`src/pcc_params.svh`:
```
// Constants for the paged copper control register bank
// Contract
// - Clear link-break bit drops link on short gaps
// - Transmit clock local when set, recovered when clear
// - Per-pair bit inverts that pair's transmit polarity
// - Receive error counter saturates at maximum, never wraps
// - Count every false carrier and symbol error; a false carrier and a symbol error in the same cycle count once
// - Page number selects page; page register on all
// - Gigabit disable removes 1000BASE-T from advertisement
// - 100 Mb disable removes 100BASE-TX from advertisement
// - Disable/reverse bits apply only on three events
// - Reverse bit selects reversed autonegotiation
// - Link-down delay field selects 0/10/20/40 ms
// - Speed-up bit selects fast gigabit link-down
// - Test field selects normal, 112 ns, 16 ns
// - Polarity force bit forces negative receive polarity
`ifndef PCC_PARAMS_SVH
`define PCC_PARAMS_SVH

// ============================================================
// Register indices (byte address is four times the index)
`define PCC_IDX_CTRL2 5'h14
`define PCC_IDX_RXERR 5'h15
`define PCC_IDX_PAGE 5'h16
`define PCC_IDX_CTRL3 5'h17
`define PCC_IDX_CMD 5'h19
`define PCC_IDX_IRQ_STAT 5'h1a
`define PCC_IDX_IRQ_MASK 5'h1b
`define PCC_CTRL_PAGE 8'h00

// ============================================================
// Reset values
`define PCC_CTRL2_RST 16'h0020
`define PCC_CTRL2_CLK_POS 5
`define PCC_CTRL3_RST 16'h0000
`define PCC_CTRL3_RSVD_RST 5'h00
`define PCC_RXERR_MAX 16'hffff
`define PCC_PAGE_WMASK 16'hc0ff

// ============================================================
// Command and interrupt bit positions
`define PCC_CMD_SWRST 0
`define PCC_CMD_ANRST 1
`define PCC_IRQ_FCAR 0
`define PCC_IRQ_SYM 1
`define PCC_IRQ_SAT 2
`define PCC_IRQ_W 3

// ============================================================
// Timing
`define PCC_CLK_KHZ 25000
`define PCC_LD_10_MS 10
`define PCC_LD_20_MS 20
`define PCC_LD_40_MS 40

`endif

```
`src/pcc_pkg.sv`:
```
// Types shared by the copper control register bank
package pcc_pkg;

	// Copper control two layout
	typedef struct packed {
		logic [7:0] rsvd;
		logic te_enable;
		logic ipg_keep_link;
		logic tx_clk_local;
		logic accel_link_up;
		logic [3:0] tx_pol_invert;
	} pcc_ctrl2_t;

	// Copper control three layout
	typedef struct packed {
		logic tx_class_a;
		logic dis_1000;
		logic reverse_an;
		logic dis_100;
		logic [1:0] ld_delay;
		logic fast_ld;
		logic [4:0] rsvd;
		logic [1:0] test_sel;
		logic rx_pol_force;
		logic rsvd0;
	} pcc_ctrl3_t;

endpackage

```
`src/pcc_copper_regs.sv`:
```
// Paged copper control register bank behind an Avalon-MM slave
`timescale 1ns/1ns
`include "pcc_params.svh"

module pcc_copper_regs #(
	parameter logic [20:0] LD_10_CYC = 21'(`PCC_LD_10_MS * `PCC_CLK_KHZ), // 10 ms in cycles
	parameter logic [20:0] LD_20_CYC = 21'(`PCC_LD_20_MS * `PCC_CLK_KHZ), // 20 ms in cycles
	parameter logic [20:0] LD_40_CYC = 21'(`PCC_LD_40_MS * `PCC_CLK_KHZ), // 40 ms in cycles
	parameter logic DIS_1000_RST = 1'b0, // Gigabit disable after hardware reset
	parameter logic REV_AN_RST = 1'b0, // Reverse autoneg after hardware reset
	parameter logic DIS_100_RST = 1'b0 // 100 Mb disable after hardware reset
) (
	input wire logic clock_i, // 25 MHz clock
	input wire logic reset_n_i, // Synchronous reset, active low
	input wire logic [6:0] address_i, // Avalon byte address
	input wire logic read_i, // Avalon read
	input wire logic write_i, // Avalon write
	input wire logic [3:0] byteenable_i, // Avalon byte enables
	input wire logic [31:0] writedata_i, // Avalon write data
	output logic [31:0] readdata_o, // Avalon read data
	output logic waitrequest_o, // Avalon wait request
	output logic irq_o, // Level interrupt
	input wire logic false_carrier_i, // False carrier seen, one pulse each
	input wire logic symbol_error_i, // Symbol error seen, one pulse each
	input wire logic short_ipg_i, // Insufficient gap seen on 10/100
	input wire logic power_down_i, // Device in power-down
	input wire logic copper_link_up_i, // Copper link status
	input wire logic adv_1000_full_i, // Base page gigabit full advert
	input wire logic adv_1000_half_i, // Base page gigabit half advert
	input wire logic adv_100_full_i, // Base page 100 full advert
	input wire logic adv_100_half_i, // Base page 100 half advert
	input wire logic gig_fail_i, // Raw gigabit link failure
	input wire logic gig_down_std_i, // Standard gigabit link-down verdict
	output logic link_drop_o, // Drop link for short gap
	output logic tx_clk_local_o, // 100 Mb transmit clock is local
	output logic te_enable_o, // 10BASE-Te enable
	output logic accel_link_up_o, // Accelerate 100 Mb link-up
	output logic [3:0] tx_pol_invert_o, // Per-pair transmit inversion
	output logic adv_1000_o, // Advertise 1000BASE-T
	output logic adv_100_o, // Advertise 100BASE-TX
	output logic reverse_an_o, // Run reversed autonegotiation
	output logic an_restart_o, // Autonegotiation restart pulse
	output logic gig_link_down_o, // Gigabit link-down verdict
	output logic tx_class_a_o, // Gigabit transmitter class A
	output logic test_112_o, // Send 112 ns test sequence
	output logic test_16_o, // Send 16 ns test sequence
	output logic rx_pol_force_o, // Force negative receive polarity
	output logic [7:0] page_o // Current page number
);

	// ============================================================
	// Helpers

	// Merge low two byte lanes of a write into a 16-bit register
	function automatic logic [15:0] merge16(input logic [15:0] old, input logic [31:0] wd,
		input logic [3:0] be);
		logic [15:0] r;
		r = old;
		if (be[0])
		begin
			r[7:0] = wd[7:0];
		end
		if (be[1])
		begin
			r[15:8] = wd[15:8];
		end
		return r;
	endfunction

	// ============================================================
	// Bus decode
	logic wait_q, wait_d; // Wait request state
	logic [31:0] rdata_q, rdata_d; // Read data register
	logic [4:0] idx; // Word index
	logic req; // Request pending
	logic do_wr; // Write takes effect this edge
	logic do_rd; // Read captured this edge
	logic on_page0; // Page zero selected

	assign idx = address_i[6:2];
	assign req = read_i | write_i;
	assign do_wr = write_i & ~wait_q;
	assign do_rd = read_i & wait_q;

	// ============================================================
	// Register state
	pcc_pkg::pcc_ctrl2_t ctrl2_q, ctrl2_d; // Copper control two
	pcc_pkg::pcc_ctrl3_t ctrl3_q, ctrl3_d; // Written copper control three
	logic [2:0] eff_q, eff_d; // Applied dis_1000, reverse_an, dis_100
	logic [15:0] rxerr_q, rxerr_d; // Receive error counter
	logic [15:0] page_q, page_d; // Page register
	logic [`PCC_IRQ_W-1:0] stat_q, stat_d; // Interrupt status
	logic [`PCC_IRQ_W-1:0] mask_q, mask_d; // Interrupt mask
	logic pd_q, pd_d; // Power-down seen last cycle
	logic an_rst_q, an_rst_d; // Restart pulse register
	logic sw_rst, an_rst, pd_wake, apply; // Command events
	logic rx_event; // Counter increment this cycle
	logic [`PCC_IRQ_W-1:0] ev; // Interrupt events

	assign on_page0 = (page_q[7:0] == `PCC_CTRL_PAGE);
	assign sw_rst = do_wr & (idx == `PCC_IDX_CMD) & byteenable_i[0]
		& writedata_i[`PCC_CMD_SWRST];
	assign an_rst = do_wr & (idx == `PCC_IDX_CMD) & byteenable_i[0]
		& writedata_i[`PCC_CMD_ANRST];
	assign pd_wake = pd_q & ~power_down_i & ~copper_link_up_i;
	assign apply = sw_rst | an_rst | pd_wake;
	assign rx_event = false_carrier_i | symbol_error_i;

	// Interrupt events: a saturation hit is reported once, on arrival at the top
	always_comb
	begin
		ev = '0;
		ev[`PCC_IRQ_FCAR] = false_carrier_i;
		ev[`PCC_IRQ_SYM] = symbol_error_i;
		ev[`PCC_IRQ_SAT] = (rxerr_d == `PCC_RXERR_MAX) & (rxerr_q != `PCC_RXERR_MAX);
	end

	// ============================================================
	// Bus handshake and read mux: one wait cycle, answer on the second edge
	always_comb
	begin
		wait_d = ~(req & wait_q);
		rdata_d = rdata_q;
		if (do_rd)
		begin
			rdata_d = '0;
			unique case (idx)
				// Page-zero registers read as zero from any other page
				`PCC_IDX_CTRL2: rdata_d[15:0] = on_page0 ? ctrl2_q : 16'h0000;
				`PCC_IDX_RXERR: rdata_d[15:0] = on_page0 ? rxerr_q : 16'h0000;
				`PCC_IDX_PAGE: rdata_d[15:0] = page_q;
				`PCC_IDX_CTRL3: rdata_d[15:0] = on_page0 ? ctrl3_q : 16'h0000;
				`PCC_IDX_IRQ_STAT: rdata_d[`PCC_IRQ_W-1:0] = stat_q;
				`PCC_IDX_IRQ_MASK: rdata_d[`PCC_IRQ_W-1:0] = mask_q;
				default: rdata_d = '0; // Unmapped reads as zero
			endcase
		end
	end

	always_ff @(posedge clock_i)
	begin
		if (!reset_n_i)
		begin
			wait_q <= 1'b1;
			rdata_q <= '0;
		end
		else
		begin
			wait_q <= wait_d;
			rdata_q <= rdata_d;
		end
	end

	// ============================================================
	// Control registers, counter and software reset
	always_comb
	begin
		ctrl2_d = ctrl2_q;
		ctrl3_d = ctrl3_q;
		eff_d = eff_q;
		page_d = page_q;
		mask_d = mask_q;
		pd_d = power_down_i;
		an_rst_d = an_rst;
		rxerr_d = rxerr_q;
		// Counter cleared when read, captured value already in read data
		if (do_rd & on_page0 & (idx == `PCC_IDX_RXERR))
		begin
			rxerr_d = '0;
		end
		// Increment wins over the read clear so no event is lost
		if (rx_event)
		begin
			if (rxerr_d != `PCC_RXERR_MAX)
			begin
				rxerr_d = rxerr_d + 16'h0001;
			end
		end
		if (do_wr)
		begin
			unique case (idx)
				`PCC_IDX_CTRL2:
				begin
					if (on_page0)
					begin
						ctrl2_d = merge16(ctrl2_q, writedata_i, byteenable_i);
					end
				end
				`PCC_IDX_CTRL3:
				begin
					if (on_page0)
					begin
						ctrl3_d = merge16(ctrl3_q, writedata_i, byteenable_i);
					end
				end
				`PCC_IDX_PAGE:
				begin
					// Bits 13:8 stay zero; top bits relied on being written zero
					page_d = merge16(page_q, writedata_i, byteenable_i)
						& `PCC_PAGE_WMASK;
				end
				`PCC_IDX_IRQ_MASK:
				begin
					if (byteenable_i[0])
					begin
						mask_d = writedata_i[`PCC_IRQ_W-1:0];
					end
				end
				default:
				begin
					ctrl2_d = ctrl2_q; // Others have no stored effect here
				end
			endcase
		end
		// Update fields return to hardware default, retain fields stay
		if (sw_rst)
		begin
			ctrl2_d.tx_clk_local = 1'(`PCC_CTRL2_RST >> `PCC_CTRL2_CLK_POS);
			ctrl3_d.rsvd = `PCC_CTRL3_RSVD_RST;
			page_d[13:8] = '0;
		end
		// Advertised and autoneg bits follow the written value only on events
		if (apply)
		begin
			eff_d = {ctrl3_d.dis_1000, ctrl3_d.reverse_an, ctrl3_d.dis_100};
		end
	end

	always_ff @(posedge clock_i)
	begin
		if (!reset_n_i)
		begin
			ctrl2_q <= `PCC_CTRL2_RST;
			ctrl3_q <= {1'b0, DIS_1000_RST, REV_AN_RST, DIS_100_RST, 12'h000};
			eff_q <= {DIS_1000_RST, REV_AN_RST, DIS_100_RST};
			rxerr_q <= '0;
			page_q <= '0;
			mask_q <= '0;
			pd_q <= 1'b0;
			an_rst_q <= 1'b0;
		end
		else
		begin
			ctrl2_q <= ctrl2_d;
			ctrl3_q <= ctrl3_d;
			eff_q <= eff_d;
			rxerr_q <= rxerr_d;
			page_q <= page_d;
			mask_q <= mask_d;
			pd_q <= pd_d;
			an_rst_q <= an_rst_d;
		end
	end

	// ============================================================
	// Interrupt status: sticky, write one to clear, new event wins
	logic irq_q, irq_d; // Interrupt output register

	always_comb
	begin
		stat_d = stat_q;
		if (do_wr & (idx == `PCC_IDX_IRQ_STAT) & byteenable_i[0])
		begin
			stat_d = stat_q & ~writedata_i[`PCC_IRQ_W-1:0];
		end
		stat_d = stat_d | ev;
		irq_d = |(stat_d & mask_d);
	end

	always_ff @(posedge clock_i)
	begin
		if (!reset_n_i)
		begin
			stat_q <= '0;
			irq_q <= 1'b0;
		end
		else
		begin
			stat_q <= stat_d;
			irq_q <= irq_d;
		end
	end

	// ============================================================
	// Gigabit link-down timer, meaningful only with the fast mode
	logic [20:0] ld_cnt_q, ld_cnt_d; // Cycles of continuous failure
	logic [20:0] ld_target; // Selected delay
	logic gdown_q, gdown_d; // Link-down verdict

	// Delay tolerance is generous, so exact cycle counts suffice
	always_comb
	begin
		unique case (ctrl3_q.ld_delay)
			2'b00: ld_target = '0;
			2'b01: ld_target = LD_10_CYC;
			2'b10: ld_target = LD_20_CYC;
			2'b11: ld_target = LD_40_CYC;
		endcase
	end

	always_comb
	begin
		ld_cnt_d = '0;
		if (gig_fail_i & (ld_cnt_q != ld_target))
		begin
			ld_cnt_d = ld_cnt_q + 21'h000001;
		end
		else if (gig_fail_i)
		begin
			ld_cnt_d = ld_cnt_q;
		end
		if (ctrl3_q.fast_ld)
		begin
			gdown_d = gig_fail_i & (ld_cnt_q == ld_target);
		end
		else
		begin
			gdown_d = gig_down_std_i;
		end
	end

	always_ff @(posedge clock_i)
	begin
		if (!reset_n_i)
		begin
			ld_cnt_q <= '0;
			gdown_q <= 1'b0;
		end
		else
		begin
			ld_cnt_q <= ld_cnt_d;
			gdown_q <= gdown_d;
		end
	end

	// ============================================================
	// Registered feature outputs
	logic [14:0] feat_q, feat_d; // Packed feature outputs

	always_comb
	begin
		feat_d = '0;
		feat_d[0] = short_ipg_i & ~ctrl2_q.ipg_keep_link;
		feat_d[1] = ctrl2_q.tx_clk_local;
		feat_d[2] = ctrl2_q.te_enable;
		feat_d[3] = ctrl2_q.accel_link_up;
		feat_d[7:4] = ctrl2_q.tx_pol_invert;
		feat_d[8] = ~eff_q[2] & (adv_1000_full_i | adv_1000_half_i);
		feat_d[9] = ~eff_q[0] & (adv_100_full_i | adv_100_half_i);
		feat_d[10] = eff_q[1];
		feat_d[11] = ctrl3_q.tx_class_a;
		feat_d[12] = ctrl3_q.test_sel == 2'b10;
		feat_d[13] = ctrl3_q.test_sel == 2'b11;
		feat_d[14] = ctrl3_q.rx_pol_force;
	end

	always_ff @(posedge clock_i)
	begin
		if (!reset_n_i)
		begin
			feat_q <= '0;
		end
		else
		begin
			feat_q <= feat_d;
		end
	end

	// ============================================================
	// Output wiring, all from flip-flops
	assign readdata_o = rdata_q;
	assign waitrequest_o = wait_q;
	assign irq_o = irq_q;
	assign link_drop_o = feat_q[0];
	assign tx_clk_local_o = feat_q[1];
	assign te_enable_o = feat_q[2];
	assign accel_link_up_o = feat_q[3];
	assign tx_pol_invert_o = feat_q[7:4];
	assign adv_1000_o = feat_q[8];
	assign adv_100_o = feat_q[9];
	assign reverse_an_o = feat_q[10];
	assign tx_class_a_o = feat_q[11];
	assign test_112_o = feat_q[12];
	assign test_16_o = feat_q[13];
	assign rx_pol_force_o = feat_q[14];
	assign an_restart_o = an_rst_q;
	assign gig_link_down_o = gdown_q;
	assign page_o = page_q[7:0];

endmodule // pcc_copper_regs

```
`config.mk`:
```
export PLATFORM = sky130hd
export DESIGN_NAME = pcc_copper_regs
export DESIGN_NICKNAME = d
export VERILOG_FILES = /design/src/pcc_pkg.sv /design/src/pcc_copper_regs.sv
export VERILOG_INCLUDE_DIRS = /design/src
export SDC_FILE = /design/constraint.sdc
export NUM_CORES = 1
export LEC_CHECK = 0
export BUFFER_PORTS_ARGS = -buffer_cell sky130_fd_sc_hd__clkbuf_2
export CAP_MARGIN = 20
export CORE_MARGIN = 2
export CORE_UTILIZATION = 46
export DETAILED_ROUTE_END_ITERATION = 6
export PLACE_DENSITY_LB_ADDON = 0.1
export SETUP_SLACK_MARGIN = 0.05
export SLEW_MARGIN = 40
export SYNTH_ARGS = -nofsm -noshare
export SYNTH_HDL_FRONTEND = slang
export SYNTH_SLANG_ARGS = --single-unit
```
`constraint.sdc`:
```
create_clock -name clock_i -period 5.6 [get_ports clock_i]
set_input_delay 0.56 -clock clock_i [delete_from_list [all_inputs] [get_ports clock_i]]
set_output_delay 0.56 -clock clock_i [all_outputs]
set_load 0.005 [all_outputs]
```
==> impl_metrics.py, run 1 <==
metrics = {
    "clock_tree": {
        "postCtsSetupBuffers": 0,
        "cts_tree": "built",
        "clock_path_buffers": 2,
        "ctsResizeCount": 0,
        "path_clk_slew_ps": 50,
        "cts_max_level": 4,
        "cts_buffers": 17,
        "clk_latency_ps": 420,
        "cts-root-buf": "clkbuf_16",
        "cts_hold_buf": 0,
        "cts.sinks": 124,
    },
    "timing": {
        "drv_slew": 0,
        "fin_crit_ps": 4140,
        "setup_viol": 0,
        "skew_ps": 4.18,
        "tns_ps": 0,
        "relSlewSlack_pct": 46.4,
        "tightest_slew_ps": 797,
        "post-route-period-util_pct": 73.9,
        "fmax_mhz": 242,
        "rsz0062_at_grt": "false",
        "finalHoldViolCount": 0,
    },
    "pwr": {
        "power_w": 0.00211,
        "p_leak_nw": 2.69,
        "ir_drop_mv": 0.196,
        "power_density_nw_per_um2": 309,
    },
    "min_path": {
        "holdPathEnd": "feat_q[0]",
        "hp-start": "short_ipg_i",
        "hold_path.class": "in2reg",
        "holdPathStages": 3,
    },
    "worst_setup_path": {
        "worst_setup_path_end_kind": "register",
        "cp_num_buf_inv": 0,
        "r2r_slack_ps": 1460,
        "path_class": "reg2reg",
        "worstReg2RegStart": "page_q[3]",
        "crit_chain": "or4_1 -> or4_4 -> and2_2 -> ha_1 -> o21a_1 -> o311ai_2 -> o2111ai_1 -> or4_2 -> nor4_2 -> a31oi_1 -> o31ai_2",
        "crit_slowest_cell": "or4_4",
        "slowest_delay_ps": 680,
        "r2r-end": "irq_o",
        "worstPathArrival_ps": 4470,
        "setup.worst_path.start_class": "register",
        "path_delay_family": "simple AND/OR/NAND/NOR gates",
        "r2r_cells": 11,
        "cp_max_fo": 18,
        "worstPathRequired_ps": 5930,
    },
    "die": {
        "die_area_um2": 13700,
        "num_io_pins": 117,
        "placementRows": 41,
        "die-height_um": 117,
        "core_area_um2": 12600,
        "die_w_um": 117,
        "start_util_pct": 46.9,
    },
    "grt": {
        "grt_start_max_net_pins": 36,
        "antenna_found_initial": 0,
        "overflow": 0,
        "grt_pass1_wl_um": 24200,
        "grt_usage_pct": 23.0,
        "grt_pass1_vias": 4787,
    },
    "routing": {
        "first_pass_iters": 5,
        "remaining_drc_errors": 0,
        "avgRoutedWirePerCell_um": 16.6,
        "drt_iter0_drc": 400,
        "routed_wl_um": 15400,
        "drtAntennaViolNets": 0,
        "vias_per_cell": 5.45,
        "via_count": 5059,
    },
    "synthesis": {
        "syn_avg_cell_area_um2": 8.62,
        "synth_enable_flop_cells": 0,
        "yosysTopAreaCellShare_pct": 42.1,
        "yosys.area.top_type": "dfxtp_1",
        "synth_cells": 684,
        "yosys_warnings": 0,
        "ys_seq_elements": 124,
        "ys.flop_type": "dfxtp_1",
        "yosys.cell_types.count": 63,
        "netlist_area_um2": 5900,
        "yosysSeqAreaShare_pct": 42.1,
        "synthTopCellsByArea": "dfxtp_1 (42%), nand2_1 (5.3%), nor2_1 (5.3%), a21oi_1 (4.8%), mux2i_1 (4.4%)",
        "ys_async_sr_fraction_pct": 0,
    },
    "place": {
        "io_buffers": 80,
        "gp_congestion": 0.860,
        "place_hpwl_um": 10800,
        "placed_cell_area_um2": 6230,
    },
    "finish": {
        "layout_commonest_cell": "dfxtp_1",
        "num_antenna_cells": 0,
        "final_cell_mix": "dfxtp_1 (124), nand2_1 (82), nor2_1 (82)",
        "final_area_um2": 6830,
        "syn_to_final_growth_pct": 15.9,
        "nNetsFinal": 808,
        "drive_above_1_share_pct": 20.2,
    },
    "job": {
        "maxCapViolations": 0,
    },
    "run_status": {
        "status": "completed",
    },
}
where the power goes:
part           internal (W)  total (W)  switching [W]
registers          0.000894   0.000903     0.00000931
clock network      0.000696    0.00111       0.000411
logic             0.0000340  0.0000985      0.0000645
routing by layer:
layer / global-route usage [%] / wire length (um) / up-vias
met5: 0 / 0 / -
met1: 30.6 / 7370 / 2410
met3: 5.77 / 715 / 20
met4: 8.00 / 177 / 0
met2: 36.3 / 7160 / 147
li1: - / - / 2482
flip-flops by register name, indices dropped and copies added (netlist names):
signal	cells
mask_q	3
feat_q	15
waitrequest_o	1
eff_q	3
page_q	10
stat_q	3
an_restart_o	1
readdata_o	16
ctrl3_q	16
pd_q	1
rxerr_q	16
ctrl2_q	16
gig_link_down_o	1
irq_o	1
ld_cnt_q	21
worst reg2reg max path: stages (launching register included):
cell and delay [ps]:
dfxtp_1 350, or4_1 610, or4_4 680, and2_2 270
ha_1 300, o21a_1 210, o311ai_2 170, o2111ai_1 190
or4_2 650, nor4_2 250, a31oi_1 190, o31ai_2 200
cell families after synthesis:
group | count (synthesis) | share of synthesized area (%)
xor+xnor | 29 | 4.31
compound gates | 128 | 13.5
buf+inv | 66 | 6.68
fa+ha+maj | 7 | 1.49
flops | 124 | 42.1
other cells | 1 | 0.0636
mux | 42 | 7.47
simple gates | 287 | 24.4
synth_stat cells, types with 4 or more instances:
master     count
o21ai_0       21
a22oi_1       20
xnor2_1       11
nand2_1       83
ha_1           7
clkbuf_1      25
o2111ai_1      4
nor2_1        83
nor2b_1        4
a21oi_1       57
buf_4         24
mux2_2        16
mux2i_1       26
nand4_1        9
nand3_1       14
nor3_1        15
dfxtp_1      124
inv_1          7
clkbuf_8       4
and2_1        19
nand3b_1       4
and4_1         9
or3_1          4
nor4_1         8
xor2_1        18
and3_1        11
worst max-delay path by stage:
stage / from / end / cells after the start
floorplan: page_q[7] / irq_o / 13
global placement: address_i[2] / irq_o / 12
detailed placement: address_i[2] / irq_o / 12
CTS: page_q[3] / irq_o / 11
global route: page_q[3] / irq_o / 11
finish: page_q[3] / irq_o / 11
cell type report:
class	count	area, um2
well taps	172	215
multi-input cells	509	3080
inverters	8	30.0
flip-flops and latches	124	2480
clock inverters	15	173
clock buffers	17	425
fillers	1175	5740
repair buffers	83	423
per-stage QoR:
step,util [%],hold slack [ps],worst slack [ps],cells
finish,54.4,340,1460,928
global route,54.4,328,1260,928
CTS,54.3,327,1470,928
detailed placement,49.6,417,1430,896
global placement,49.5,412,1450,896
floorplan,-,401,1860,699
(Power assumes the default switching activity.)
==> inputs of run 2 (changes only) <==
--- a/config.mk
+++ b/config.mk
@@ -6,6 +6,7 @@
 export SDC_FILE = /design/constraint.sdc
 export NUM_CORES = 1
 export LEC_CHECK = 0
+export ABC_AREA = 1
 export BUFFER_PORTS_ARGS = -buffer_cell sky130_fd_sc_hd__clkbuf_2
 export CAP_MARGIN = 20
 export CORE_MARGIN = 2
==> constraint.sdc (replaced) <==
create_clock -name clock_i -period 3.8 [get_ports clock_i]
set_input_delay 0.38 -clock clock_i [delete_from_list [all_inputs] [get_ports clock_i]]
set_output_delay 0.38 -clock clock_i [all_outputs]
set_load 0.005 [all_outputs]
==> run 2 against run 1 <==
- utilization rose by 0.36 points
- final cell count rose by 23%
- count of clock-buffer cells in the layout did not move
- total power grew 55%
- register-to-register slack worse by 600 ps
==> impl_metrics.py, run 2 <==
metrics = {
    "run_status": {
        "status": "completed",
    },
    "finish": {
        "num_antenna_cells": 0,
        "final_cell_mix": "nand2_1 (163), nor2_1 (126), dfxtp_1 (124)",
        "drive_above_1_share_pct": 15.6,
        "largest_reg_flops": 21,
        "nNetsFinal": 1016,
        "top_register": "ld_cnt_q",
        "layout_commonest_cell": "nand2_1",
        "syn_to_final_growth_pct": 17.5,
    },
    "timing": {
        "fin_crit_ps": 2930,
        "rsz0062_at_grt": "false",
        "relSlewSlack_pct": 51.9,
        "skew_ps": 8.56,
        "fmax_mhz": 341,
        "tightest_slew_ps": 716,
        "drv_slew": 0,
        "finalHoldViolCount": 0,
        "post-route-period-util_pct": 77.2,
        "tns_ps": 0,
        "setup_viol": 0,
        "layout_setup_ws_ps": 867,
    },
    "place": {
        "pre_cts_ws_ps": 728,
        "io_buffers": 80,
        "place_hpwl_um": 12000,
        "gp_congestion": 0.899,
    },
    "worst_setup_path": {
        "worst_setup_path_end_kind": "register",
        "path_class": "reg2reg",
        "worstPathArrival_ps": 3310,
        "r2r_cells": 22,
        "worstPathRequired_ps": 4180,
        "cp_max_fo": 15,
        "setup.worst_path.start_class": "register",
    },
    "clock_tree": {
        "cts-root-buf": "clkbuf_16",
        "path_clk_slew_ps": 60,
        "clk_latency_ps": 430,
        "cts.sinks": 124,
        "cts_tree": "built",
        "postCtsSetupBuffers": 0,
        "clock_path_buffers": 2,
        "cts_hold_buf": 0,
        "cts_buffers": 17,
        "cts_max_level": 4,
        "ctsResizeCount": 0,
    },
    "die": {
        "die_w_um": 119,
        "core_area_um2": 13100,
        "die_area_um2": 14200,
        "placementRows": 42,
        "num_io_pins": 117,
        "die-height_um": 119,
        "start_util_pct": 46.6,
    },
    "synthesis": {
        "netlist_area_um2": 6120,
        "synthTopCellsByArea": "dfxtp_1 (41%), nand2_1 (10%), nor2_1 (7.7%), inv_1 (7.5%), a21oi_1 (5.0%)",
        "synth_most_common_cell": "nand2_1",
        "synth_enable_flop_cells": 0,
        "ys.flop_type": "dfxtp_1",
        "syn_avg_cell_area_um2": 6.93,
        "ys_seq_elements": 124,
        "yosysSeqAreaShare_pct": 40.6,
        "yosys_warnings": 0,
        "ys_async_sr_fraction_pct": 0,
        "yosys.cell_types.count": 38,
        "synth_commonest_cells": "nand2_1 (163), nor2_1 (126), dfxtp_1 (124)",
        "synth_cells": 882,
        "yosysTopAreaCellShare_pct": 40.6,
        "yosys.area.top_type": "dfxtp_1",
    },
    "pwr": {
        "p_leak_nw": 3.20,
        "seq_power_share_pct": 40.7,
        "power_w": 0.00326,
        "ir_drop_mv": 0.456,
        "p_int_w": 0.00249,
        "power_density_nw_per_um2": 454,
        "p_switching_w": 0.000775,
        "swShare_pct": 23.7,
        "pwr-share-clk_pct": 54.7,
        "p_comb_share_pct": 4.6,
    },
    "min_path": {
        "holdPathStages": 3,
        "hold_path.class": "in2reg",
    },
    "grt": {
        "grt_start_max_net_pins": 52,
        "grt_usage_pct": 23.4,
        "antenna_found_initial": 0,
        "overflow": 0,
        "grt_pass1_wl_um": 25900,
        "grt_pass1_vias": 5120,
    },
    "job": {
        "maxCapViolations": 0,
    },
    "routing": {
        "vias_per_cell": 4.97,
        "drt_iter0_drc": 402,
        "avgRoutedWirePerCell_um": 14.1,
        "drtAntennaViolNets": 0,
        "routed_wl_um": 16100,
        "via_count": 5669,
        "remaining_drc_errors": 0,
        "first_pass_iters": 7,
    },
}
[run 2: changes by cell type after synthesis, moves of 8 or more]
cell / delta
and2_1: -19
a22oi_1: -18
nor2_1: +43
and3_1: -11
nand2_1: +80
nand2_2: +8
mux2_2: -16
o21ai_0: +32
nand4_1: +9
mux2i_1: -25
nand3_1: +28
xor2_1: -13
and4_1: -9
inv_1: +116
[run 2: area by class of cell]
type | count | area, um2
clock buffer | 17 | 425
inverter | 130 | 488
tap | 176 | 220
timing repair buffer | 88 | 460
fill | 1332 | 5950
sequential | 124 | 2480
clock inverter | 15 | 223
multi-input combinational | 590 | 2890
[run 2: through the flow]
stage / cells / util [%] / instance area (um2) / hold slack (ps)
floorplan: 897 / - / 6170 / 395
global route: 1140 / 54.7 / 7190 / 158
CTS: 1140 / 54.7 / 7190 / 135
global placement: 1108 / 49.8 / 6540 / 409
finish: 1140 / 54.7 / 7190 / 142
detailed placement: 1108 / 49.8 / 6540 / 414
[run 2: layer usage]
layer	global-route usage, %	up-vias	share of wire (%)
met5	0	-	0
met2	35.0	135	44
met3	5.32	23	5.4
li1	-	2956	-
met4	8.75	0	1.5
met1	32.8	2555	49
[run 2: power groups by stage]
stage | sequential [W] | clock, W | combinational [W]
floorplan | 0.00135 | 0 | 0.0000937
global placement | 0.00136 | 0 | 0.000150
detailed placement | 0.00136 | 0 | 0.000149
CTS | 0.00133 | 0.00181 | 0.000150
global route | 0.00133 | 0.00186 | 0.000167
finish | 0.00133 | 0.00179 | 0.000150
[run 2: final timing paths]
kind                             startpoint   endpoint  slack, ps
worst max-delay path              page_q[3]      irq_o        870
worst min-delay path            short_ipg_i  feat_q[0]        140
worst max register to register    page_q[3]      irq_o        870
worst min register to register   ctrl2_q[4]  feat_q[3]        430
[run 2: logic make-up (layout without fill, tap and decap cells)]
group	count (synthesis)	in the layout	synth area share (%)
AOI/OAI and AO/OA	159	159	15.1
xor gates and xnor gates	9	9	1.29
adders and majority gates	7	7	1.43
buffers and inverters	183	250	13.1
DFF	124	124	40.6
muxes	1	1	0.164
other	1	16	0.0613
and+or+nand+nor	398	398	28.3
[run 2: worst max-delay path: stages (launching register included)]
cell,delay (ps)
dfxtp_1,350
nor2_1,110
nand2_1,90
nor2_4,200
nand2_2,210
nor2_4,280
nor2_1,100
ha_1,230
nand2_1,70
inv_1,40
nand3_2,90
nor2_4,90
nand2_4,160
nand3_1,90
nand2_1,70
nand2_1,60
nor2_1,160
nand2_1,70
nor2_1,100
nand3_1,120
nand2_1,80
nand2_1,50
nand2_1,60
==> inputs of run 3 (changes only) <==
==> constraint.sdc (replaced) <==
create_clock -name clock_i -period 2.4 [get_ports clock_i]
set_input_delay 0.24 -clock clock_i [delete_from_list [all_inputs] [get_ports clock_i]]
set_output_delay 0.24 -clock clock_i [all_outputs]
set_load 0.005 [all_outputs]
==> run 3 against run 2 <==
- the run now ends with negative setup slack left
- non-clock buffer count up 53
- fmax up 20%
- clock power up 44%
- register-to-register slack worse by 900 ps
- cell area up 6.3%
- sequential power up 58%
- global-route usage up 1.1 points
- flip-flop and latch count unchanged
- routed wire length up 4.6%
- hold slack worse by 130 ps
- via count up 4.6%
- highest routed layer unchanged
==> impl_metrics.py, run 3 (synthesized netlist as in run 2, its figures left out) <==
metrics = {
    "timing": {
        "post-route-period-util_pct": 101,
        "hold_slack_ps": 11.7,
        "drv_slew": 0,
        "finalHoldViolCount": 0,
        "layout_setup_ws_ps": -34.2,
        "tightest_slew_ps": 691,
        "fmax_mhz": 411,
        "skew_ps": 8.51,
        "fin_crit_ps": 2430,
        "setup_viol": 1,
        "rsz0062_at_grt": "true",
        "relSlewSlack_pct": 53.2,
    },
    "pwr": {
        "p_leak_nw": 3.46,
        "power_density_nw_per_um2": 648,
        "ir_drop_mv": 0.560,
    },
    "clock_tree": {
        "clock_path_buffers": 2,
        "path_clk_slew_ps": 60,
        "cts_buffers": 17,
        "cts_max_level": 4,
        "cts.sinks": 124,
        "clk_latency_ps": 420,
        "cts_tree": "built",
        "cts-root-buf": "clkbuf_16",
    },
    "die": {
        "die-height_um": 119,
        "die_w_um": 119,
        "start_util_pct": 46.6,
        "die_area_um2": 14200,
        "num_io_pins": 117,
        "placementRows": 42,
        "core_area_um2": 13100,
    },
    "grt": {
        "grt_pass1_wl_um": 27300,
        "grt_usage_pct": 24.5,
        "grt_pass1_vias": 5377,
        "grt_start_max_net_pins": 32,
        "overflow": 0,
        "antenna_found_initial": 0,
    },
    "finish": {
        "final_core_util_pct": 58.1,
        "syn_to_final_growth_pct": 24.9,
        "top_register": "ld_cnt_q",
        "nNetsFinal": 1070,
        "final_cell_mix": "nand2_1 (157), inv_1 (123), nor2_1 (121)",
        "num_antenna_cells": 0,
        "largest_reg_flops": 21,
        "layout_commonest_cell": "nand2_1",
        "drive_above_1_share_pct": 22.7,
    },
    "run_status": {
        "violations": "negative setup slack",
        "status": "finished with violations",
    },
    "min_path": {
        "hold_path.class": "in2reg",
    },
    "worst_setup_path": {
        "path_delay_family": "simple AND/OR/NAND/NOR gates",
        "path_class": "reg2reg",
        "worstPathArrival_ps": 2800,
        "setup.worst_path.start_class": "register",
        "worst_setup_path_end_kind": "register",
        "worstPathRequired_ps": 2770,
        "crit_chain": "nor2_1 -> nand2_1 -> nor2_4 -> nand2_2 -> nor2_4 -> nor2_2 -> ha_2 -> nand2_1 -> inv_1 -> nand3_2 -> nor2_4 -> nand2_4 -> buf_4 -> nand4_1 -> nand4_1 -> nor2_1 -> nand3_1 -> nand2_1 -> nand2_1 -> nand2_1",
        "cp_num_buf_inv": 2,
        "slowest_delay_ps": 330,
        "crit_top_cell": "nand2_1",
        "cp_max_fo": 7,
        "crit_slowest_cell": "dfxtp_2",
    },
    "routing": {
        "drt_iter0_drc": 439,
        "routed_wl_um": 16800,
        "drtAntennaViolNets": 0,
        "remaining_drc_errors": 0,
        "first_pass_iters": 5,
        "vias_per_cell": 4.97,
        "avgRoutedWirePerCell_um": 14.1,
        "via_count": 5930,
    },
    "place": {
        "place_hpwl_um": 12600,
        "gp_congestion": 0.920,
        "io_buffers": 80,
    },
    "job": {
        "maxCapViolations": 0,
    },
}
[run 3: area by class of cell]
class / instances / area (um2)
Clock buffer: 20 / 467
Tap cell: 176 / 220
Inverter: 130 / 488
Sequential cell: 124 / 2490
Fill cell: 1321 / 5500
Multi-Input combinational cell: 591 / 2980
Clock inverter: 12 / 134
Timing Repair Buffer: 141 / 862
[run 3: repair_timing]
item / in CTS / in global routing
resized for setup: 17 / 14
cloned: 1 / 0
setup endpoints to repair: 2 / 5
hold buffers: 0 / 0
pin swaps: 7 / 8
setup buffers: 4 / 3
[run 3: worst reg2reg max path, stage by stage, from the launching register on]
cell and delay, ps:
dfxtp_2 330, nor2_1 40, nand2_1 100, nor2_4 60
nand2_2 80, nor2_4 40, nor2_2 100, ha_2 190
nand2_1 50, inv_1 60, nand3_2 110, nor2_4 300
nand2_4 130, buf_4 160, nand4_1 80, nand4_1 100
nor2_1 130, nand3_1 130, nand2_1 80, nand2_1 50
nand2_1 60
[run 3: routing by layer]
| metal | track usage [%] | vias to the layer above | routed length (um) |
|---|---|---|---|
| met5 | 0 | - | 0 |
| met4 | 9.19 | 0 | 312 |
| met3 | 5.75 | 24 | 915 |
| met2 | 36.4 | 162 | 7360 |
| met1 | 34.6 | 2678 | 8240 |
| li1 | - | 3066 | - |
[run 3: metrics by stage]
| stage | TNS, ps | area, um2 | total power, W | setup slack, ps | instances |
|---|---|---|---|---|---|
| 2_1_floorplan | 0 | 6170 | 0.00229 | 121 | 897 |
| 3_3_place_gp | -92.3 | 6890 | 0.00240 | -72.6 | 1154 |
| 3_5_place_dp | -118 | 6890 | 0.00241 | -72.6 | 1154 |
| 4_1_cts | 0 | 7560 | 0.00498 | 19.7 | 1191 |
| 5_1_grt | -376 | 7640 | 0.00512 | -203 | 1194 |
| 6_report | -34.2 | 7640 | 0.00495 | -34.2 | 1194 |
[run 3: path summary, 6_finish.rpt]
path,startpoint,to,slack (ps),depth (start not counted)
setup / recovery,page_q[2],irq_o,-30,20
hold / removal,short_ipg_i,feat_q[0],10,3
setup reg to reg,page_q[2],irq_o,-30,20
hold reg to reg,eff_q[0],feat_q[9],430,1
[run 3: where the power goes]
part	leakage, nW	switching, W	internal [W]
Combinational	2.16	0.000169	0.0000996
Sequential	1.01	0.0000159	0.00209
Clock	0.293	0.000966	0.00162
